**config.mk**
```make
export PLATFORM = sky130hd
export DESIGN_NAME = fwdg_top
export DESIGN_NICKNAME = d
export VERILOG_FILES = /design/src/logic/fwdg_osc_div.v /design/src/logic/fwdg_top.v /design/src/logic/fwdg_upd_track.v
export VERILOG_INCLUDE_DIRS = /design/src /design/src/logic
export SDC_FILE = /design/constraint.sdc
export NUM_CORES = 1
export LEC_CHECK = 0
export BUFFER_PORTS_ARGS = -buffer_cell sky130_fd_sc_hd__buf_2
export CORE_MARGIN = 10
export CORE_UTILIZATION = 50
export CTS_CLUSTER_DIAMETER = 60
export CTS_CLUSTER_SIZE = 24
export DETAILED_ROUTE_END_ITERATION = 16
export GPL_TIMING_DRIVEN = 0
export PLACE_DENSITY = 0.76
export SLEW_MARGIN = 30
export SYNTH_ARGS = -nofsm -noshare
export SYNTH_HDL_FRONTEND = slang
export SYNTH_SLANG_ARGS = --single-unit
```
**constraint.sdc**
```tcl
create_clock -name clk_i -period 5.7 [get_ports clk_i]
set_input_delay 0.285 -clock clk_i [delete_from_list [all_inputs] [get_ports clk_i]]
set_output_delay 0.285 -clock clk_i [all_outputs]
set_load 0.005 [all_outputs]
```
**src/logic/fwdg_consts.vh**
```
// Purpose: constants of the free watchdog reload/window block
// Assumes: byte addresses on a 32-bit classic wishbone slave
// Notes: included by all design files of the block
`ifndef FWDG_CONSTS_VH
`define FWDG_CONSTS_VH

// register byte offsets
`define FWDG_OFS_KEY 8'h00
`define FWDG_OFS_PSC 8'h04
`define FWDG_OFS_RLD 8'h08
`define FWDG_OFS_STAT 8'h0C
`define FWDG_OFS_WND 8'h10
`define FWDG_OFS_HOLD 8'h14
`define FWDG_OFS_CNT 8'h18

// command keys
`define FWDG_KEY_UNLOCK 16'h5555
`define FWDG_KEY_RELOAD 16'hAAAA
`define FWDG_KEY_START 16'hCCCC

// reset values
`define FWDG_RST_RLD 12'hFFF
`define FWDG_RST_WND 12'hFFF
`define FWDG_RST_PSC 3'h0
`define FWDG_RST_CNT 12'hFFF

// status bit positions
`define FWDG_STAT_PSC_BIT 0
`define FWDG_STAT_RLD_BIT 1
`define FWDG_STAT_WND_BIT 2

// timing: low-speed oscillator period versus bus clock period
`define FWDG_OSC_PERIOD_NS 25000
`define FWDG_CLK_PERIOD_NS 8
`define FWDG_OSC_DIV_CYCLES (`FWDG_OSC_PERIOD_NS / `FWDG_CLK_PERIOD_NS)
`define FWDG_SYNC_TICKS 2

`endif

```
**src/logic/fwdg_osc_div.v**
```verilog
// Purpose: one-cycle enable at the low-speed oscillator rate
// Assumes: single clock clk_i, synchronous active-high reset
// Notes: stands in for the free oscillator; one tick every DIV cycles
`include "fwdg_consts.vh"
module fwdg_osc_div #(
   parameter DIV = `FWDG_OSC_DIV_CYCLES
)(
   input wire clk_i,
   input wire rst_i,
   output reg tick_o
);
   localparam CW = (DIV > 1) ? $clog2(DIV) : 1;
   localparam [31:0] LAST_FULL = DIV - 1;
   localparam [CW-1:0] LAST = LAST_FULL[CW-1:0];
   reg [CW-1:0] cnt_reg;

   // free-running divider, never stopped by the bus side
   always @(posedge clk_i)
   begin
      if (rst_i)
      begin
         cnt_reg <= {CW{1'b0}};
         tick_o <= 1'b0;
      end
      else
      begin
         tick_o <= (cnt_reg == LAST);
         if (cnt_reg == LAST)
            cnt_reg <= {CW{1'b0}};
         else
            cnt_reg <= cnt_reg + 1'b1;
      end
   end
endmodule // fwdg_osc_div

```
**src/logic/fwdg_top.v**
```verilog
// Purpose: free watchdog with reload, window and update-status registers
// Assumes: classic wishbone slave, 32-bit data, byte addressing
// Notes: oscillator domain is emulated by an enable from a divider
//        pending writes read back the old value until taken over
//        a reload above the window while running is a fault, not a refresh
//        a run ends on the tick that would take the count to zero
//
// Functional notes
// - 12-bit reload value in low bits, resets to all ones, rest reserved
// - reload key reloads the down-counter from the reload value
// - reload value writes ignored unless unlock key written first
// - reload-update flag (status bit 1) high while reload write pending
// - prescaler-update flag (status bit 0) high while prescaler write pending
// - window-update flag (status bit 2) high while window write pending
// - status register read-only, resets zero, bits 31:3 read zero
// - 12-bit window value, resets to all ones, upper reload limit
// - reload while running counter above window forces a watchdog reset
// - window writes ignored unless unlock key written first
// - registers accept 16-bit and 32-bit accesses
// - start key starts counter; reaching zero generates a reset
// - any other key value re-locks prescaler, reload and window
// - prescaler divides oscillator by 4 to 256 feeding 12-bit counter
// - debug hold bit stops counter while core halted in debug
`include "fwdg_consts.vh"
module fwdg_top #(
   parameter OSC_DIV = `FWDG_OSC_DIV_CYCLES,
   parameter SYNC_TICKS = `FWDG_SYNC_TICKS
)(
   input wire clk_i,
   input wire rst_i,
   input wire wb_cyc_i,
   input wire wb_stb_i,
   input wire wb_we_i,
   input wire [7:0] wb_adr_i,
   input wire [3:0] wb_sel_i,
   input wire [31:0] wb_dat_i,
   output reg [31:0] wb_dat_o,
   output reg wb_ack_o,
   input wire debug_halt_i,
   output reg wdt_reset_o,
   output reg wdt_running_o
);
   wire osc_tick;
   wire psc_busy;
   wire rld_busy;
   wire wnd_busy;
   wire [2:0] psc_code;
   wire [11:0] reload_value;
   wire [11:0] window_value;
   wire bus_req;
   wire bus_wr;
   wire key_wr;
   wire [15:0] key_val;
   wire psc_wr;
   wire rld_wr;
   wire wnd_wr;
   wire cnt_tick;
   wire frozen;
   wire key_unlock;
   wire key_reload;
   wire key_start;
   wire early_reload;
   wire cnt_expire;
   reg unlock_reg;
   reg debug_hold_bit;
   reg [7:0] psc_cnt_reg;
   reg [11:0] cnt_reg;
   reg [31:0] rdata_next;

   // register offsets as sized constants, so that word indices can be
   // cut from them without widening the case items of the read mux
   localparam [7:0] OFS_PSC = `FWDG_OFS_PSC;
   localparam [7:0] OFS_RLD = `FWDG_OFS_RLD;
   localparam [7:0] OFS_STAT = `FWDG_OFS_STAT;
   localparam [7:0] OFS_WND = `FWDG_OFS_WND;
   localparam [7:0] OFS_HOLD = `FWDG_OFS_HOLD;
   localparam [7:0] OFS_CNT = `FWDG_OFS_CNT;

   // terminal prescaler count for a 3-bit code, 6 and 7 both 1/256
   function [7:0] psc_limit;
      input [2:0] code;
      begin
         case (code)
            3'h0: psc_limit = 8'h03;
            3'h1: psc_limit = 8'h07;
            3'h2: psc_limit = 8'h0F;
            3'h3: psc_limit = 8'h1F;
            3'h4: psc_limit = 8'h3F;
            3'h5: psc_limit = 8'h7F;
            default: psc_limit = 8'hFF;
         endcase
      end
   endfunction

   // address match helper, word aligned
   // a half-word access at offset 2 lands on the same word
   function hit;
      input [7:0] adr;
      input [7:0] ofs;
      begin
         hit = (adr[7:2] == ofs[7:2]);
      end
   endfunction

   // bus decode; half-word or word writes both cover the low lanes
   // writes that miss a low lane are dropped, never merged
   assign bus_req = wb_cyc_i & wb_stb_i & ~wb_ack_o;
   assign bus_wr = bus_req & wb_we_i & (wb_sel_i[1:0] == 2'h3);
   assign key_wr = bus_wr & hit(wb_adr_i, `FWDG_OFS_KEY);
   assign key_val = wb_dat_i[15:0];
   assign psc_wr = bus_wr & unlock_reg & hit(wb_adr_i, `FWDG_OFS_PSC);
   assign rld_wr = bus_wr & unlock_reg & hit(wb_adr_i, `FWDG_OFS_RLD);
   assign wnd_wr = bus_wr & unlock_reg & hit(wb_adr_i, `FWDG_OFS_WND);

   // key decode, shared by the lock and the counter processes
   assign key_unlock = key_wr & (key_val == `FWDG_KEY_UNLOCK);
   assign key_reload = key_wr & (key_val == `FWDG_KEY_RELOAD);
   assign key_start = key_wr & (key_val == `FWDG_KEY_START);

   // oscillator-rate enable
   // its rate sets every crossing delay and the counter step
   fwdg_osc_div #(
      .DIV(OSC_DIV)
   ) u_osc (
      .clk_i(clk_i),
      .rst_i(rst_i),
      .tick_o(osc_tick)
   );

   // prescaler code transfer
   // a write while pending restarts it; the old value stays active
   fwdg_upd_track #(
      .W(3),
      .RST(`FWDG_RST_PSC),
      .SYNC_TICKS(SYNC_TICKS)
   ) u_psc (
      .clk_i(clk_i),
      .rst_i(rst_i),
      .wr_i(psc_wr),
      .wdata_i(wb_dat_i[2:0]),
      .tick_i(osc_tick),
      .busy_o(psc_busy),
      .value_o(psc_code)
   );

   // reload value transfer
   fwdg_upd_track #(
      .W(12),
      .RST(`FWDG_RST_RLD),
      .SYNC_TICKS(SYNC_TICKS)
   ) u_rld (
      .clk_i(clk_i),
      .rst_i(rst_i),
      .wr_i(rld_wr),
      .wdata_i(wb_dat_i[11:0]),
      .tick_i(osc_tick),
      .busy_o(rld_busy),
      .value_o(reload_value)
   );

   // window value transfer
   fwdg_upd_track #(
      .W(12),
      .RST(`FWDG_RST_WND),
      .SYNC_TICKS(SYNC_TICKS)
   ) u_wnd (
      .clk_i(clk_i),
      .rst_i(rst_i),
      .wr_i(wnd_wr),
      .wdata_i(wb_dat_i[11:0]),
      .tick_i(osc_tick),
      .busy_o(wnd_busy),
      .value_o(window_value)
   );

   // write lock: unlock key opens, any other key closes
   // reload and start keys close it too, so unlock before each change
   always @(posedge clk_i)
   begin
      if (rst_i)
         unlock_reg <= 1'b0;
      else if (key_wr)
         unlock_reg <= key_unlock;
   end

   // debug hold control bit, not write protected
   // it belongs to the debug side, not to the watchdog lock
   always @(posedge clk_i)
   begin
      if (rst_i)
         debug_hold_bit <= 1'b0;
      else if (bus_wr && hit(wb_adr_i, `FWDG_OFS_HOLD))
         debug_hold_bit <= wb_dat_i[0];
   end

   // counter stops only when hold is set and the core is halted
   // with the hold bit clear a halted core keeps the count going
   assign frozen = debug_hold_bit & debug_halt_i;
   assign cnt_tick = osc_tick & wdt_running_o & ~frozen &
                     (psc_cnt_reg == psc_limit(psc_code));

   // a refresh above the window is caught here; a stopped counter has
   // no window, so a reload before start only loads the count
   assign early_reload = key_reload & wdt_running_o &
                         (cnt_reg > window_value);
   // the tick that would take the count from 1 to 0 ends the run
   assign cnt_expire = cnt_tick & (cnt_reg <= 12'h001);

   // prescaler stage on oscillator ticks
   always @(posedge clk_i)
   begin
      if (rst_i)
         psc_cnt_reg <= 8'h00;
      else if (!wdt_running_o)
         psc_cnt_reg <= 8'h00; // every start counts a full first step
      else if (osc_tick && !frozen)
      begin
         if (psc_cnt_reg >= psc_limit(psc_code))
            psc_cnt_reg <= 8'h00;
         else
            psc_cnt_reg <= psc_cnt_reg + 8'h01;
      end
   end

   // down-counter, start, reload, window check and timeout
   always @(posedge clk_i)
   begin
      if (rst_i)
      begin
         cnt_reg <= `FWDG_RST_CNT;
         wdt_running_o <= 1'b0;
         wdt_reset_o <= 1'b0;
      end
      else
      begin
         wdt_reset_o <= 1'b0;
         if (key_reload)
         begin
            // early reload is a fault, not a refresh
            if (early_reload)
            begin
               wdt_reset_o <= 1'b1;
               wdt_running_o <= 1'b0;
               cnt_reg <= `FWDG_RST_CNT;
            end
            else
               cnt_reg <= reload_value;
         end
         else if (key_start)
            wdt_running_o <= 1'b1;
         else if (cnt_tick)
         begin
            // a pulse also stops the count until the next start key
            if (cnt_expire)
            begin
               wdt_reset_o <= 1'b1;
               wdt_running_o <= 1'b0;
               cnt_reg <= `FWDG_RST_CNT;
            end
            else
               cnt_reg <= cnt_reg - 12'h001;
         end
      end
   end

   // read mux; pending values read back the old active value
   // the update flags tell software that such a value is not yet valid
   always @*
   begin
      rdata_next = 32'h00000000;
      case (wb_adr_i[7:2])
         OFS_PSC[7:2]: rdata_next = {29'h0, psc_code};
         OFS_RLD[7:2]: rdata_next = {20'h0, reload_value};
         OFS_STAT[7:2]:
            rdata_next = {29'h0, wnd_busy, rld_busy, psc_busy};
         OFS_WND[7:2]: rdata_next = {20'h0, window_value};
         OFS_HOLD[7:2]: rdata_next = {31'h0, debug_hold_bit};
         OFS_CNT[7:2]: rdata_next = {20'h0, cnt_reg};
         default: rdata_next = 32'h00000000;
      endcase
   end

   // one-cycle ack; unmapped addresses ack with zero data
   // a held strobe is not taken twice, as ack masks the next request
   always @(posedge clk_i)
   begin
      if (rst_i)
      begin
         wb_ack_o <= 1'b0;
         wb_dat_o <= 32'h00000000;
      end
      else
      begin
         wb_ack_o <= bus_req;
         wb_dat_o <= bus_req ? rdata_next : 32'h00000000;
      end
   end
endmodule // fwdg_top

```
**src/logic/fwdg_upd_track.v**
```verilog
// Purpose: carries one written value over to the counter side
// Assumes: tick_i is the oscillator-rate enable
// Notes: busy_o stays high until SYNC_TICKS ticks have passed
`include "fwdg_consts.vh"
module fwdg_upd_track #(
   parameter W = 12,
   parameter [W-1:0] RST = {W{1'b1}},
   parameter SYNC_TICKS = `FWDG_SYNC_TICKS
)(
   input wire clk_i,
   input wire rst_i,
   input wire wr_i,
   input wire [W-1:0] wdata_i,
   input wire tick_i,
   output reg busy_o,
   output reg [W-1:0] value_o
);
   reg [W-1:0] shadow_reg;
   reg [3:0] cnt_reg;
   localparam [31:0] LAST_FULL = SYNC_TICKS - 1;
   localparam [3:0] LAST = LAST_FULL[3:0];

   // a new write restarts the transfer, so it wins over completion
   always @(posedge clk_i)
   begin
      if (rst_i)
      begin
         shadow_reg <= RST;
         value_o <= RST;
         busy_o <= 1'b0;
         cnt_reg <= 4'h0;
      end
      else if (wr_i)
      begin
         shadow_reg <= wdata_i;
         busy_o <= 1'b1;
         cnt_reg <= 4'h0;
      end
      else if (busy_o && tick_i)
      begin
         if (cnt_reg == LAST)
         begin
            value_o <= shadow_reg;
            busy_o <= 1'b0;
         end
         else
            cnt_reg <= cnt_reg + 4'h1;
      end
   end
endmodule // fwdg_upd_track

```
# After elaboration in Yosys (flattened, before gate mapping)
# Cells that the tools add are included.
# word_totals
output_inout_bits,35
input_bits,50
word_cells,146
register_bits,139
# classes
add_sub_neg,6
n_reduce_logical,34
n_eq_ne,22
bitwise_logic,29
n_mux,30
n_lt_le_gt_ge,3
# ops
cell,n
12-bit case mux with 6 select lines,1
12-bit 2-to-1 mux,5
8-bit case mux with 6 select lines,1
16-bit == test (second input constant),2
8-bit 2-to-1 mux,4
1-bit bitwise AND,19
1-bit 2-to-1 mux,19
6-bit by 3-bit == test with 1-bit output (second input constant),3
16-bit by 15-bit == test with 1-bit output (second input constant),1
2-bit AND reduction,7
2-bit nonzero test,7
12-bit by 1-bit adder with 12-bit output (second input constant),1
4-bit by 1-bit adder with 4-bit output (second input constant),3
12-bit == test (second input constant),1
4-bit by 1-bit == test with 1-bit output (second input constant),3
6-bit by 2-bit == test with 1-bit output (second input constant),2
12-bit > comparator,1
12-bit by 1-bit less-or-equal comparator with 1-bit output (second input constant),1
3-bit AND reduction,4
2-bit OR reduction,6
12-bit by 1-bit subtractor with 12-bit output (second input constant),1
1-bit inverter,10
8-bit by 1-bit adder with 8-bit output (second input constant),1
8-bit == test,1
13 further kinds,20

# Depth between registers and ports, before layout
# logic_depth
ltp_word,10
depth_mapped,11
mapped_depth_nobuf,10

# Modules after synthesis
# A second synthesis with hierarchy kept.
# unflattened
hier_cells,729
hier_area_um2,6214.7
# by_module_without_submodules
mod,instances,cells_each,area_per_inst_um2,seq_area_each_um2
fwdg_top,1,362,2836.5,740.7
fwdg_upd_track (u_rld ...),2,125,1137.3,580.6
fwdg_osc_div,1,65,594.3,260.2
fwdg_upd_track (u_psc),1,52,509.2,220.2

# Worst setup path before layout
# Ideal clock, no wire load.
# synth_path
path_kind,register -> register
start,register u_psc.value_o[1]
end,register wdt_running_o
setup_time_ps,133
synth_period_minus_slack_ps,2445
path_buffers,1
required_time_ps,5567
path_slack_ps,3255
t_arrival_ps,2313
stages_incl_launch_ff,11
path_cell_list,dfxtp_1 > inv_1 > ha_1 > a311oi_1 > ha_1 > nand4_1 > a2111oi_0 > nand3_1 > clkbuf_1 > o221ai_1 > a21oi_1
# synth_via
elab_chain_cells,7
word_cells_on_any_way,13
cone_classes,eq/ne: 6; mux: 1; bitwise: 2; reduce/logical: 4
# synth_rtl
item,line_no,source
start: declaration,fwdg_upd_track.v:16,output reg [W-1:0] value_o
start signal: assignment,fwdg_upd_track.v:43,value_o <= shadow_reg;
3-bit == test (tied with other cells),fwdg_top.v:83,case (code)
8-bit case mux with 6 select lines *,fwdg_top.v:83,
8-bit == test *,fwdg_top.v:200,(psc_cnt_reg == psc_limit(psc_code));
1-bit bitwise AND *,fwdg_top.v:199,assign cnt_tick = osc_tick & wdt_running_o & ~frozen &
1-bit bitwise AND,fwdg_top.v:207,assign cnt_expire = cnt_tick & (cnt_reg <= 12'h001);
3-bit nonzero test (no line),--,
3-bit AND reduction (no line) *,--,
end signal: assignment,fwdg_top.v:231,wdt_running_o <= 1'b0;
end signal: assignment,fwdg_top.v:243,wdt_running_o <= 1'b0;
end signal: assignment,fwdg_top.v:250,wdt_running_o <= 1'b1;
end: declaration,fwdg_top.v:41,output reg wdt_running_o
# Mark *: on every way between the ends. The rest lies on a longest branch, timed or not.
# A chain may end at the register's enable or synchronous reset.

# Worst setup path after layout
# layout_path
start,register u_psc.value_o[2]
end,register wdt_reset_o
# layout_via
elab_chain_cells,9
word_cells_on_any_way,14
cone_classes,eq/ne: 6; mux: 5; bitwise: 2; reduce/logical: 1
# layout_rtl
item,line_no,source
3-bit == test (tied with other cells),fwdg_top.v:83,
8-bit case mux with 6 select lines *,fwdg_top.v:83,
8-bit == test *,fwdg_top.v:200,
1-bit bitwise AND *,fwdg_top.v:199,
1-bit bitwise AND,fwdg_top.v:207,
1-bit 2-to-1 mux,fwdg_top.v:254,if (cnt_expire)
1-bit 2-to-1 mux *,fwdg_top.v:251,else if (cnt_tick)
1-bit 2-to-1 mux *,fwdg_top.v:249,else if (key_start)
1-bit 2-to-1 mux *,fwdg_top.v:237,if (key_reload)
end signal: assignment,fwdg_top.v:236,wdt_reset_o <= 1'b0;
end signal: assignment,fwdg_top.v:242,wdt_reset_o <= 1'b1;
end signal: assignment,fwdg_top.v:256,wdt_reset_o <= 1'b1;
end: declaration,fwdg_top.v:40,"output reg wdt_reset_o,"
# Marks and branches as above.

==> impl_results.md <==
* H-Tree Depth at 4
* RR Startpoint: u_psc.value_o[2]$_SDFFE_PP0P_
* Ant. Diodes at 0
* # resized after CTS at 0
* Post-DRT Antenna Nets at 0
* Final worst path period share at 0.578
* Pint at around 0.0015 W
* Top_reg_cell synth: dfxtp_1
* Final number of hold-violating endpoints at 0
* Rows at 39
* CP most frequent cell: ha_1
* Port bufs at 44
* Leak at approximately 3 nW
* Unrepaired setup endpoints after global routing: no
* Synth warn at 0
* First-pass GRT wire length at 23500 µm
* Avg Inst Size Synth at a little over 8 µm²
* Synth Area in Adders at 0.0694
* Number of synthesized flops with an enable pin at 0
* Largest family of logic cells by synthesized area: simple AND/OR/NAND/NOR gates
* Routed wire per std cell at 15.5 µm
* DRC errors left at 0
* Yosys top cell by area: dfxtp_1
* Synth unique cells at ~60
* Pwr dens at around 280 nW/µm²
* Initial antenna violation count at 0
* Switching share of power at 0.224
* Worst-skew pair later-pin latency at around 420 ps
* Largest net degree at the start of global routing at 17
* CP startpoint kind: flop
* NetSw at between 0.0004 and 0.0005 W
* Achievable frequency at 304 MHz
* Critical Path AT at 3640 ps
* Clock tree from TritonCTS: done
* Synthesis-to-layout area growth at 17.7%
* Fillers at about 1000
* Total grt overflow at 0
* Synth Area in XOR/XNOR at 0.0470
* Clock sinks at roughly 120
* Synth async-reset ratio at 0
* Critical path fanouts, max at 10
* Complex-gate fraction of the synthesized area at 0.116
* Crit path kind: flop to flop
* Root buf cell: clkbuf_16
* Hold buffers post-CTS at 0
* Least-Margin Pin Slew at 745 ps
* Die height at 127 µm
* Fraction of final layout cells sized beyond drive strength 1 at 0.139
* Area contributors post-synth: dfxtp_1, nand2_1, ha_1
* Mux contribution to synthesized area at 0.0139
* CP startpoint: u_psc.value_o[2]$_SDFFE_PP0P_
* Hold_sp: rst_i
* Die Span X at 127 µm
* Register area share after synthesis at 0.413
* Initial drt markers at 550
* Vias in the first global route at a little under 5000
* Slowest cell on crit path: a2111oi_1
* Pre-antenna DRT Iters at 5
* Share of the synthesized area in the top cell type at 0.413
* Die area at 16200 µm²
* Combinational fraction of design power at 0.035
* Status: completed
* CP required at 6050 ps
* Post-Syn Area at around 5800 µm²
* Worst-path clk slew at ~50 ps
* Postcts setup bufs at 0
* Slew margin rel. at 0.502
* Total Wirelength at about 15000 µm
* Hold slack final at about 100 ps
* Final setup vio count at 0
* Final instance area at slightly below 7000 µm²
* Via count at about 5100
* Yosys reg bits at roughly 120
* Simple-Gate Fraction of Synth Area at 0.269
* Slew Viols, Final at 0
* Final Net Count at between 800 and 900
* Most common cell after layout, fill and taps aside: nand2_1
* Placed cell area at around 6200 µm²
* Critical Path Max Stage Delay at approximately 700 ps
* Via/cell ratio at 5.46
* Aggregate global-route resource usage at 0.178
* Starting density of the core at 0.508
* Critical path cell sequence: inv_1, ha_1, a311oi_1, ha_1, nand4_1, a2111oi_1, nand3_1, clkbuf_1, nor3b_1, a21oi_1, nor2_1
* Hold Crit Class: input port to flop
* Clk_skew at approximately 6.2 ps
* Critical Path End Type: flop
* Post-Synthesis Cells at 699
* Final core utilization at 0.598
* IO Count at 85
* VDD IR-drop max at 0.229 mV
* CTS Buf Count at 17
* Final Wtd Congestion at 0.860
* Setup TNS at 0 ps
* Hpwl dp at 11300 µm
* Final min period at between 3000 and 4000 ps
* Number of max-cap violations at 0
* Clock power frac at 0.524
* Maximum root-to-sink buffer count at 2
* Core ar. at about 11000 µm²
* Reg power frac at 0.441
* Commonest cells after routing, fill and taps aside: nand2_1, dfxtp_1, nor2_1, nand3_1, buf_2
==> final timing paths <==
check / endpoint / slack (ps) / cells after the start
max reg2reg: wdt_reset_o$_SDFF_PP0_ / 2410 / 11
min reg2reg: u_rld.shadow_reg[7]$_SDFFE_PP1P_ / 470 / 2
max: wdt_reset_o$_SDFF_PP0_ / 2410 / 11
min: wb_ack_o$_SDFF_PP0_ / 100 / 2
==> layout make-up <==
| cell class | instances | area, µm² | share of cell area |
|---|---|---|---|
| multi-input cells | 515 | 3050 | 0.449 |
| flip-flops and latches | 119 | 2380 | 0.351 |
| clock buffers | 21 | 450 | 0.0663 |
| plain buffers | 55 | 303 | 0.0446 |
| repair buffers | 44 | 220 | 0.0324 |
| well taps | 143 | 179 | 0.0263 |
| inverters | 29 | 109 | 0.0160 |
| clock inverters | 11 | 101 | 0.0149 |
==> worst max-delay path: cells and delay by family, from the launching register on <==
kind	cells	cell delay [ps]
adder cells (fa/ha/maj)	2	470
buffers and inverters	2	460
AO/OA/AOI/OAI	3	1060
flip-flops	1	450
AND/OR/NAND/NOR	4	790
==> through the flow <==
step,setup slack (ps),std cells,total power [W]
2_1_floorplan,3250,718,0.000892
3_3_place_gp,2270,905,0.000917
3_5_place_dp,2290,905,0.000918
4_1_cts,2240,937,0.00191
5_1_grt,2090,937,0.00195
6_report,2410,937,0.00190
==> power by group through the flow <==
stage | sequential (W) | clock (W) | combinational, W
6_report | 0.000837 | 0.000993 | 0.0000658
5_1_grt | 0.000836 | 0.00104 | 0.0000727
4_1_cts | 0.000837 | 0.00100 | 0.0000643
3_5_place_dp | 0.000854 | 0 | 0.0000640
3_3_place_gp | 0.000854 | 0 | 0.0000631
2_1_floorplan | 0.000854 | 0 | 0.0000375
==> synth_stat cells, types with 3 or more instances <==
library cell and number:
a2111oi_0 4, a21oi_1 23, a221oi_1 4, a222oi_1 11, and3_1 7, buf_2 5
buf_4 20, clkbuf_1 27, dfxtp_1 119, ha_1 32, inv_1 28, mux2i_1 8
nand2_1 127, nand3_1 52, nand4_1 12, nor2_1 71, nor3_1 17, nor3b_1 7
nor4_1 4, nor4bb_1 7, o211ai_1 15, o21ai_0 5, o21ai_1 11, or3_1 5
or4_1 3, xnor2_1 15, xor2_1 16
==> routing by layer <==
layer	track usage	up-vias	wire (µm)
met3	0.0612	21	1360
met4	0.0683	0	286
met2	0.286	193	6740
met5	0	-	0
met1	0.214	2342	6160
li1	-	2560	-
==> cell families (layout without fill, tap and decap cells) <==
kind of cell               after synthesis  after routing
AOI/OAI and AO/OA                       94             94
xor gates and xnor gates                31             31
adders and majority gates               32             32
buffers and inverters                   84            160
DFF                                    119            119
muxes                                    8              8
other                                    1             20
and+or+nand+nor                        330            330
Note: power is estimated with default switching activity, not from simulation.
